**src/common/cgtc_pkg.sv**
```systemverilog
`default_nettype none
package cgtc_pkg;

  // ****************************************************************
  // register offsets in the control/status space
  // ****************************************************************
  localparam int          CSR_AW          = 12;
  localparam logic [11:0] ADDR_IRQ_EN     = 12'h304;
  localparam logic [11:0] ADDR_TRAP       = 12'h342;
  localparam logic [11:0] ADDR_IRQ_PEND   = 12'h344;
  localparam logic [11:0] ADDR_GATE       = 12'h7F8;

  // ****************************************************************
  // field positions
  // ****************************************************************
  localparam int GATE_W         = 9;
  localparam int GATE_ICCM      = 0;
  localparam int GATE_DCCM      = 1;
  localparam int GATE_PIC       = 2;
  localparam int GATE_BUS       = 3;
  localparam int GATE_LSU       = 4;
  localparam int GATE_IFU       = 5;
  localparam int GATE_EXU       = 6;
  localparam int GATE_DEC       = 7;
  localparam int GATE_MISC      = 8;
  localparam int IRQ_SW_BIT     = 3;
  localparam int IRQ_TIMER_BIT  = 7;
  localparam int IRQ_EXT_BIT    = 11;
  localparam int IRQ_CE_BIT     = 30;

  // ****************************************************************
  // implemented-bit masks and reset values
  // ****************************************************************
  localparam logic [31:0] GATE_MASK     = 32'h0000_01FF;
  localparam logic [31:0] IRQ_EN_MASK   = 32'h4000_0888;
  localparam logic [31:0] IRQ_PEND_MASK = 32'h4000_0880;
  localparam logic [31:0] GATE_RST      = 32'h0000_0000;
  localparam logic [31:0] IRQ_EN_RST    = 32'h0000_0000;
  localparam logic [31:0] IRQ_PEND_RST  = 32'h0000_0000;
  localparam logic [31:0] TRAP_RST      = 32'h0000_0000;

  // ****************************************************************
  // trap cause encodings
  // ****************************************************************
  localparam logic [31:0] CAUSE_NMI_PIN   = 32'h0000_0000;
  localparam logic [31:0] CAUSE_EXC_FIRST = 32'h0000_0001;
  localparam logic [31:0] CAUSE_EXC_LAST  = 32'h0000_0007;
  localparam logic [31:0] CAUSE_ECALL_M   = 32'h0000_000B;
  localparam logic [31:0] CAUSE_IRQ_TIMER = 32'h8000_0007;
  localparam logic [31:0] CAUSE_IRQ_EXT   = 32'h8000_000B;
  localparam logic [31:0] CAUSE_IRQ_CE    = 32'h8000_001E;
  localparam logic [31:0] CAUSE_NMI_ST    = 32'hF000_0000;
  localparam logic [31:0] CAUSE_NMI_LD    = 32'hF000_0001;

  typedef enum logic [3:0] {
    SEL_NMI_PIN  = 4'h0,
    SEL_IFETCH   = 4'h1,
    SEL_ILLEGAL  = 4'h2,
    SEL_BRKPT    = 4'h3,
    SEL_LD_MIS   = 4'h4,
    SEL_LD_FAULT = 4'h5,
    SEL_ST_MIS   = 4'h6,
    SEL_ST_FAULT = 4'h7,
    SEL_ECALL    = 4'h8,
    SEL_TIMER    = 4'h9,
    SEL_EXT      = 4'hA,
    SEL_CE       = 4'hB,
    SEL_NMI_ST   = 4'hC,
    SEL_NMI_LD   = 4'hD
  } cgtc_cause_sel_t;

  typedef struct packed {
    logic        rd;
    logic        wr;
    logic [11:0] addr;
    logic [31:0] wdata;
  } cgtc_csr_req_t;

  typedef struct packed {
    logic            take;
    cgtc_cause_sel_t sel;
  } cgtc_trap_t;

  // map a hardware trap selector onto its cause value
  function automatic logic [31:0] cause_val(input cgtc_cause_sel_t sel);
    logic [31:0] v;
    v = CAUSE_NMI_PIN;
    case (sel)
      SEL_IFETCH, SEL_ILLEGAL, SEL_BRKPT, SEL_LD_MIS,
      SEL_LD_FAULT, SEL_ST_MIS, SEL_ST_FAULT: v = {28'h0, sel};
      SEL_ECALL:  v = CAUSE_ECALL_M;
      SEL_TIMER:  v = CAUSE_IRQ_TIMER;
      SEL_EXT:    v = CAUSE_IRQ_EXT;
      SEL_CE:     v = CAUSE_IRQ_CE;
      SEL_NMI_ST: v = CAUSE_NMI_ST;
      SEL_NMI_LD: v = CAUSE_NMI_LD;
      default:    v = CAUSE_NMI_PIN;
    endcase
    return v;
  endfunction

  function automatic logic cause_ok(input logic [31:0] v);
    return (v <= CAUSE_EXC_LAST) || (v == CAUSE_ECALL_M) ||
           (v == CAUSE_IRQ_TIMER) || (v == CAUSE_IRQ_EXT) ||
           (v == CAUSE_IRQ_CE) || (v == CAUSE_NMI_ST) || (v == CAUSE_NMI_LD);
  endfunction

endpackage
`default_nettype wire

```
**src/core/cgtc_csr_bank.sv**
```systemverilog
`default_nettype none
// Operation
// - override bit 0 lets gating run, 1 forces gating off; resets 0
// - bit 8 overrides gating of miscellaneous core logic
// - bit 7 decode unit, bit 6 execution unit overrides, reset 0
// - bit 5 fetch unit, bit 4 load/store unit overrides
// - bit 3 bus logic, bit 2 interrupt controller overrides, reset 0
// - bit 1 data memory, bit 0 instruction memory overrides
// - reserved bits read zero, writes to them ignored
// - writable registers accept any value and read back only legal values
// - enable bit 30 for correctable-error interrupt, reset 0
// - enable bits 11 external and 7 timer, reset 0
// - enable bit 3 stored but without effect
// - pending bits 30, 11, 7 are read-only, reset 0
// - no supervisor or user bits in enable or pending
// - exceptions record codes 1 to 7, machine ecall records 0xB
// - interrupts record bit 31 plus cause code
// - non-maskable traps record 0, 0xF0000000 or 0xF0000001
// - cause register holds only legal values; software writes legal ones
// - other cause values are reserved, never produced
module cgtc_csr_bank
  import cgtc_pkg::*;
#(
  parameter int SYNC_STAGES = 2
) (
  // clock and reset
  input  wire logic                  ref_clk,
  input  wire logic                  rst_b,
  // csr access from the instruction pipeline
  input  wire cgtc_csr_req_t         csr_req,
  output logic                       csr_ack_r,
  output logic                       csr_err_r,
  output logic        [31:0]         csr_rdata_r,
  // hardware trap report
  input  wire cgtc_trap_t            trap_evt,
  // interrupt sources, asynchronous
  input  wire logic                  irq_ext_in,
  input  wire logic                  irq_timer_in,
  input  wire logic                  irq_ce_in,
  // unit activity, core clock
  input  wire logic  [GATE_W-1:0]    unit_busy_in,
  // gating, interrupt and trap cause outputs
  output logic       [GATE_W-1:0]    gate_override_r,
  output logic       [GATE_W-1:0]    unit_clk_en_r,
  output logic                       irq_ext_req_r,
  output logic                       irq_timer_req_r,
  output logic                       irq_ce_req_r,
  output logic        [31:0]         trap_cause_r
);

  // ****************************************************************
  // decode
  // ****************************************************************
  logic        hit_gate;
  logic        hit_en;
  logic        hit_pend;
  logic        hit_trap;
  logic        hit_any;
  logic        access;
  logic [31:0] irq_en_r;
  logic [31:0] irq_pend_r;
  logic [31:0] trap_nxt;
  logic        trap_wr_legal;
  logic [31:0] rdata_nxt;

  assign hit_gate = csr_req.addr == ADDR_GATE;
  assign hit_en   = csr_req.addr == ADDR_IRQ_EN;
  assign hit_pend = csr_req.addr == ADDR_IRQ_PEND;
  assign hit_trap = csr_req.addr == ADDR_TRAP;
  assign hit_any  = hit_gate | hit_en | hit_pend | hit_trap;
  assign access   = csr_req.rd | csr_req.wr;

  // ****************************************************************
  // gate override register
  // ****************************************************************
  // reset clear
  always_ff @(posedge ref_clk or negedge rst_b) begin
    if (!rst_b) begin
      gate_override_r <= GATE_RST[GATE_W-1:0];
    end else if (csr_req.wr && hit_gate) begin
      gate_override_r <= csr_req.wdata[GATE_W-1:0];
    end
  end

  // forced clock enable
  // enable lags the override by one cycle; the gating cell latches it
  always_ff @(posedge ref_clk or negedge rst_b) begin
    if (!rst_b) begin
      unit_clk_en_r <= '0;
    end else begin
      unit_clk_en_r <= gate_override_r | unit_busy_in;
    end
  end

  // ****************************************************************
  // interrupt enable register
  // ****************************************************************
  // enable bits
  always_ff @(posedge ref_clk or negedge rst_b) begin
    if (!rst_b) begin
      irq_en_r <= IRQ_EN_RST;
    end else if (csr_req.wr && hit_en) begin
      irq_en_r <= csr_req.wdata & IRQ_EN_MASK;
    end
  end

  // ****************************************************************
  // interrupt pending register
  // ****************************************************************
  // sources come from other domains; first stage feeds only the second
  logic [2:0] src_meta_r;
  logic [2:0] src_sync_r;

  always_ff @(posedge ref_clk or negedge rst_b) begin
    if (!rst_b) begin
      src_meta_r <= '0;
      src_sync_r <= '0;
    end else begin
      src_meta_r <= {irq_ce_in, irq_ext_in, irq_timer_in};
      src_sync_r <= src_meta_r;
    end
  end

  // read-only pending, writes ignored
  // pending is a level: it follows the source, software cannot clear it
  always_ff @(posedge ref_clk or negedge rst_b) begin
    if (!rst_b) begin
      irq_pend_r <= IRQ_PEND_RST;
    end else begin
      irq_pend_r                <= '0;
      irq_pend_r[IRQ_TIMER_BIT] <= src_sync_r[0];
      irq_pend_r[IRQ_EXT_BIT]   <= src_sync_r[1];
      irq_pend_r[IRQ_CE_BIT]    <= src_sync_r[2];
    end
  end

  // software enable ignored
  // no software request exists, so bit 3 never reaches a request
  always_ff @(posedge ref_clk or negedge rst_b) begin
    if (!rst_b) begin
      irq_ext_req_r   <= 1'b0;
      irq_timer_req_r <= 1'b0;
      irq_ce_req_r    <= 1'b0;
    end else begin
      irq_ext_req_r   <= irq_pend_r[IRQ_EXT_BIT] & irq_en_r[IRQ_EXT_BIT];
      irq_timer_req_r <= irq_pend_r[IRQ_TIMER_BIT] & irq_en_r[IRQ_TIMER_BIT];
      irq_ce_req_r    <= irq_pend_r[IRQ_CE_BIT] & irq_en_r[IRQ_CE_BIT];
    end
  end

  // ****************************************************************
  // trap cause register
  // ****************************************************************
  cgtc_cause_filter u_filter (
    .cur_val  (trap_cause_r),
    .sw_val   (csr_req.wdata),
    .sw_wr    (csr_req.wr && hit_trap),
    .trap     (trap_evt),
    .nxt_val  (trap_nxt),
    .sw_legal (trap_wr_legal)
  );

  always_ff @(posedge ref_clk or negedge rst_b) begin
    if (!rst_b) begin
      trap_cause_r <= TRAP_RST;
    end else begin
      trap_cause_r <= trap_nxt;
    end
  end

  // ****************************************************************
  // read and answer
  // ****************************************************************
  // reads show legal values
  always_comb begin
    rdata_nxt = '0;
    case (1'b1)
      hit_gate: rdata_nxt = {{(32-GATE_W){1'b0}}, gate_override_r};
      hit_en:   rdata_nxt = irq_en_r;
      hit_pend: rdata_nxt = irq_pend_r;
      hit_trap: rdata_nxt = trap_cause_r;
      default:  rdata_nxt = '0;
    endcase
  end

  // unmapped addresses answer with error and zero data
  always_ff @(posedge ref_clk or negedge rst_b) begin
    if (!rst_b) begin
      csr_ack_r   <= 1'b0;
      csr_err_r   <= 1'b0;
      csr_rdata_r <= '0;
    end else begin
      csr_ack_r   <= access;
      csr_err_r   <= access & ~hit_any;
      csr_rdata_r <= csr_req.rd ? rdata_nxt : '0;
    end
  end

  logic [31:0] rd_addr_q;
  logic        rd_q;

  always_ff @(posedge ref_clk or negedge rst_b) begin
    if (!rst_b) begin
      rd_addr_q <= '0;
      rd_q      <= 1'b0;
    end else begin
      rd_addr_q <= {20'h0, csr_req.addr};
      rd_q      <= csr_req.rd;
    end
  end
endmodule
`default_nettype wire

```
**src/core/cgtc_cause_filter.sv**
```systemverilog
`default_nettype none
module cgtc_cause_filter
  import cgtc_pkg::*;
(
  // current and proposed values
  input  wire logic [31:0] cur_val,
  input  wire logic [31:0] sw_val,
  input  wire logic        sw_wr,
  input  wire cgtc_trap_t  trap,
  // next value
  output logic      [31:0] nxt_val,
  output logic             sw_legal
);

  // ****************************************************************
  // next cause value
  // ****************************************************************
  // hardware traps win over a software write in the same cycle;
  // an illegal software value is dropped so the register stays legal
  always_comb begin
    sw_legal = cause_ok(sw_val);
    nxt_val  = cur_val;
    if (trap.take) begin
      nxt_val = cause_val(trap.sel);
    end else if (sw_wr && sw_legal) begin
      nxt_val = sw_val;
    end
  end

endmodule
`default_nettype wire

```
**config.mk**
```make
export PLATFORM = sky130hd
export DESIGN_NAME = cgtc_csr_bank
export DESIGN_NICKNAME = d
export VERILOG_FILES = /design/src/common/cgtc_pkg.sv /design/src/core/cgtc_csr_bank.sv /design/src/core/cgtc_cause_filter.sv
export SDC_FILE = /design/constraint.sdc
export NUM_CORES = 1
export LEC_CHECK = 0
export ABC_AREA = 0
export BUFFER_PORTS_ARGS = -buffer_cell sky130_fd_sc_hd__buf_2
export CAP_MARGIN = 20
export CELL_PAD_IN_SITES_DETAIL_PLACEMENT = 1
export CELL_PAD_IN_SITES_GLOBAL_PLACEMENT = 1
export CORE_ASPECT_RATIO = 0.6
export CORE_MARGIN = 8
export CORE_UTILIZATION = 37
export DETAILED_ROUTE_END_ITERATION = 7
export MAX_ROUTING_LAYER = met4
export PLACE_DENSITY = 0.89
export SLEW_MARGIN = 40
export SYNTH_ARGS = -nofsm -noshare
export SYNTH_HDL_FRONTEND = slang
export SYNTH_SLANG_ARGS = --single-unit
export TNS_END_PERCENT = 100
```
**constraint.sdc**
```tcl
create_clock -name ref_clk -period 1.2 [get_ports ref_clk]
set_clock_uncertainty 0.1 [all_clocks]
set_input_delay 0.06 -clock ref_clk [delete_from_list [all_inputs] [get_ports ref_clk]]
set_output_delay 0.06 -clock ref_clk [all_outputs]
set_load 0.01 [all_outputs]
```
== Yosys cells after proc, flatten, opt, wreduce, memory -nomap -nowiden ==
Index checks and enable logic that the tools add are counted.
Widths: inputs -> output; s select.

* Register bits after elaboration: 100
* Latch bits: 0
* RAM bits: 0
* ROM bits: 0
* Input bits: 65
* Memories kept: 0

* Add/subtract/negate cells: 0
* Multipliers: 0
* Divide/modulo/power cells: 0
* $lt $le $gt $ge: 1
* Equal/unequal tests: 23
* Shifts and indexed selects: 0
* Multiplexer cells: 8
* Bitwise gates (word level): 10
* Reduce and logical (&&, ||, !) cells: 12

{| class="wikitable"
|+ Operators by type and width
! cell !! number
|-
| $mux 32 || 7
|-
| $pmux 32 s7 || 1
|-
| $eq 32x32->1 const B || 5
|-
| $eq 12x10->1 const B || 3
|-
| $eq 32x4->1 const B || 1
|-
| $le 32x3->1 const B || 1
|-
| $eq 4x4->1 const B || 6
|-
| $eq 4x3->1 const B || 4
|-
| $eq 12x11->1 const B || 1
|-
| $or 9x9->9 || 1
|-
| $eq 4x2->1 const B || 2
|-
| $reduce_or 7->1 || 1
|-
| $logic_or 1x1->1 || 6
|-
| $and 1x1->1 || 4
|-
| $eq 4x1->1 const B || 1
|-
| $logic_and 1x1->1 || 4
|-
| $or 1x1->1 || 4
|-
| $reduce_bool 2->1 || 1
|-
| $not 1->1 || 1
|}

== Longest topological paths before layout ==
* Depth after elaboration: 10
* Mapped depth: 6
* Mapped depth without buffers: 5

== By module ==
From an unflattened synthesis, not the netlist that was laid out.

* Cells, all modules: 290
* Area, all modules: 3,861.2 um^2

{| class="wikitable"
|+ By module, submodules not included
! module !! times used !! cells an instance !! area an instance (um^2) !! sequential area each (um^2)
|-
| cgtc_csr_bank || 1 || 206 || 3,271.9 || 2,502.4
|-
| cgtc_cause_filter || 1 || 84 || 589.3 || 0.0
|}

== Least setup slack after synthesis ==
No wires, ideal clock.

* Path kind: input port to flip-flop
* Start: input port csr_req[35] in the netlist's numbering
* End: register trap_cause_r[10]
* Setup time: 0.119 ns
* Data arrival time: 1.684 ns
* Path slack: -0.703 ns
* Stages: 6
* Buffers on the path: 1
* Path through: or4_4 > nor4_4 > nand4_2 > o21a_1 > clkbuf_1 > and2_1

* Longest elaborated chain between the ends: 4

{| class="wikitable"
|+ Ends and longest elaborated chain
! what !! RTL line !! source
|-
| from (decl) || cgtc_csr_bank.sv:30 || <nowiki>input wire cgtc_csr_req_t csr_req,</nowiki>
|-
| $eq 12x10->1 || cgtc_csr_bank.sv:69 || <nowiki>assign hit_trap = csr_req.addr == ADDR_TRAP;</nowiki>
|-
| $logic_and 1x1->1 || cgtc_csr_bank.sv:157 || <nowiki>.sw_wr (csr_req.wr && hit_trap),</nowiki>
|-
| $logic_and 1x1->1 || cgtc_cause_filter.sv:25 || <nowiki>end else if (sw_wr && sw_legal) begin</nowiki>
|-
| $reduce_bool 2->1 (no line) || -- ||
|-
| to (signal assigned) || cgtc_csr_bank.sv:167 || <nowiki>trap_cause_r <= trap_nxt;</nowiki>
|-
| to (decl) || cgtc_csr_bank.sv:48 || <nowiki>output logic [31:0] trap_cause_r</nowiki>
|}

Every way passes these cells.
A chain may end at the register's enable or synchronous reset.

== Worst setup path after layout ==
* Start: input port csr_req[37] in the netlist's numbering
* End: register irq_en_r[3]

* Longest elaborated chain between the ends: 2

{| class="wikitable"
|+ Ends and longest elaborated chain
! what !! RTL line !! source
|-
| $eq 12x10->1 || cgtc_csr_bank.sv:67 || <nowiki>assign hit_en = csr_req.addr == ADDR_IRQ_EN;</nowiki>
|-
| $logic_and 1x1->1 || cgtc_csr_bank.sv:102 || <nowiki>end else if (csr_req.wr && hit_en) begin</nowiki>
|-
| to (signal assigned) || cgtc_csr_bank.sv:103 || <nowiki>irq_en_r <= csr_req.wdata & IRQ_EN_MASK;</nowiki>
|-
| to (decl) || cgtc_csr_bank.sv:60 || <nowiki>logic [31:0] irq_en_r;</nowiki>
|}

Every way passes these cells.

==> reports/qor.txt <==
CP Capture Type - flop
Yosys top cell area share - 0.6527
CTS tree - built
fraction of layout cells with a size suffix above 1 - 0.5321
maximum vdd drop - 0.7522 mV
CTS Buf Count - 9
largest family of logic cells by synthesized area - simple AND/OR/NAND/NOR gates
Int Power - 5.254 mW
row count - 28
Syn Area/Cell - 12.45 um2
routability cong. - 0.8559
Comb pwr share - 0.097
max-cap viol count - 0
fraction of the mapped netlist area in simple logic gates - 0.2072
PD cells - 1152 mW/mm2
grt total ovfl - 0
fill count - 1,080
Routed met1 length - 6.559 mm
library cells used by synthesis - 45
RSZ-0062 raised after global routing - true
Synth async-reset ratio - 1.000
Vias/cell - 5.056
vias after detailed routing - 3,438
endpoints failing hold - 0
Rel. slew slack - 0.7077
most common cell after layout, fill and taps aside - buf_2
flops & latches, synth - 100
TNS Setup - -27.06 ns
Routed Antenna Nets - 0
Area Growth Syn to Fin - 58.71%
net load switching power - 1.754 mW
flop-to-flop setup slack - 0.13 ns
# port buffers - 151
Total Routing Usage GR - 0.2106
1st-pass router iterations - 7
final core occ - 0.6094
top routing layer used - met4
Required @ worst endpoint - 1.32 ns
final worst-path cycle share - 1.378
leakage - 3.159 nW
# DRC - 0
# setup viols final - 78
final setup margin - -0.4538 ns
Fmax - 604.7 MHz
Setup Crit Path Kind - in2reg
WL final - 15.41 mm
Slew Limit Fails - 0
clock-pin slew on the worst setup and hold paths - 0.07 ns
htree depth - 3
Syn Nets - 373
DP Worst Slack - -0.8496 ns
Worst Tran Pin Value - 0.4344 ns
Main synth FF type - dfrtp_1
Synth Area in Compound Gates - 0.08779
clk buf depth - 2
Synth Area in XOR/XNOR - 0
most frequent cells in the layout - 146 x buf_2, 99 x dfrtp_1, 37 x and2_1, 37 x buf_4, 21 x dlygate4sd3_1
starting density of the core - 0.3840
Final Critical Period - 1.654 ns
Core Region - 0.009985 mm2
register area share after synthesis - 0.6527
CP startpoint kind - input port
leading area contributor after synthesis - dfrtp_1
post-synthesis cell area - 0.003834 mm2
WP data arrival - 1.78 ns
Cells after Synth - 308
crit path max fanout - 4
Die Y - 94.85 um
post-DP HPWL - 10.02 mm
routed wl met2 - 7.773 mm
Final #Nets - 605
synth warn - 0
WHS - 0.01320 ns
switching share of total power - 0.2503
post-synthesis mux area share - 0.03166
outcome - finished with violations
initial antenna violation count - 0
largest net degree at the start of global routing - 35
root buf cell - clkbuf_16
top cells by area, synth - dfrtp_1 65%, and2_1 7.8%, mux2_2 2.6%
post-DR wirelength/cell - 22.66 um
clk_lat worst skew - 0.35 ns
vias in the first global route - 3,835
DR iter-0 viols - 179
# IOs - 152
DR WL met3 - 848 um
Die Area - 0.01398 mm2
n_diodes - 0
worst min path class - in2reg
Adder-Cell Fraction of Synth Area - 0
Die W - 147.4 um
Clock Sinks - 100
failing checks - negative setup slack
EDFF count, synth - 0
Seq pwr share - 0.498
Clock power frac - 0.405
first-pass GRT wire length - 22.13 mm
[path summary, 6_finish.rpt]
kind                                          from                             end  depth (start not counted)
max in group asynchronous                    rst_b  gate_override_r[0]$_DFFE_PN0P_                          3
hold reg to reg            src_sync_r[1]$_DFF_PN0_        irq_pend_r[11]$_DFF_PN0_                          0
hold / removal                          csr_req[3]     trap_cause_r[3]$_DFFE_PN0P_                          3
min in group asynchronous                    rst_b      unit_clk_en_r[6]$_DFF_PN0_                          2
setup reg to reg           irq_pend_r[7]$_DFF_PN0_        csr_rdata_r[7]$_DFF_PN0_                          3
setup / recovery                       csr_req[37]         irq_en_r[3]$_DFFE_PN0P_                          8
[kinds of logic (layout without fill, tap and decap cells)]
group                  after synthesis  in the layout
buffers and inverters               21            258
flip-flops                         100            100
AND/OR/NAND/NOR                    128            128
multiplexers                        11             11
AO/OA/AOI/OAI                       48             48
[synthesized netlist by cell type (3+ instances only)]
cell type and instances:
a21oi_1 7, a22oi_1 8, and2_1 48, clkbuf_1 9, dfrtp_1 100, inv_1 12, mux2_2 9, nand2_1 17
nand3_1 7, nand4b_1 3, nor2_1 4, nor2b_1 11, nor3_1 4, nor4_1 4, o21a_1 4, o21ai_0 10
o31a_1 6, or2_2 10
[timing repair]
action	in CTS	in global routing
resized for setup	25	53
endpoints found under the setup margin	78	78
pin swaps	10	22
endpoints found under the hold margin	124	0
hold buffers	21	0
buffers inserted	14	5
[through the flow]
| step | power [mW] | std cells | instance area, um2 |
|---|---|---|---|
| finish | 7.008 | 680 | 6085 |
| global route | 7.229 | 680 | 6085 |
| CTS | 6.981 | 677 | 5869 |
| detailed placement | 4.119 | 627 | 5166 |
| global placement | 4.088 | 627 | 5166 |
| floorplan | 3.703 | 308 | 3896 |
[state kept, by name (all words and copies together), names as in the netlist]
name	count
trap_cause_r	32
irq_en_r	4
unit_clk_en_r	9
src_sync_r	3
irq_pend_r	3
csr_err_r	1
gate_override_r	9
irq_timer_req_r	1
csr_rdata_r	32
irq_ce_req_r	1
irq_ext_req_r	1
csr_ack_r	1
src_meta_r	3
[metal layers]
layer | vias up | global-route usage
met5 | - | -
met4 | 0 | 0.05570
met1 | 1756 | 0.2556
met3 | 18 | 0.04967
met2 | 136 | 0.3503
li1 | 1528 | -
[power by group through the flow]
| stage | Sequential, mW | Combinational, mW | Clock (mW) |
|---|---|---|---|
| final | 3.49 | 0.681 | 2.84 |
| after global placement | 3.54 | 0.549 | 0 |
| after CTS | 3.48 | 0.647 | 2.85 |
| after detailed placement | 3.55 | 0.573 | 0 |
| after floorplan | 3.56 | 0.147 | 0 |
| after global routing | 3.49 | 0.733 | 3.00 |
[critical path: stages]
cell     delay (ns)
buf_6          0.09
or4_4          0.56
buf_6          0.15
nor2_4         0.12
nand3_2        0.08
nor3b_2        0.22
buf_4          0.18
mux2_4         0.31
[cell type report]
type,instances,area (um2),share of cell area
Clock inverter,5,45.04,0.007403
Tap cell,135,168.9,0.02776
Inverter,12,45.04,0.007403
Sequential cell,100,2504,0.4115
Timing Repair Buffer,230,1580,0.2597
Clock buffer,11,242.7,0.03989
Multi-Input combinational cell,187,1499,0.2464
(Power assumes the default switching activity.)
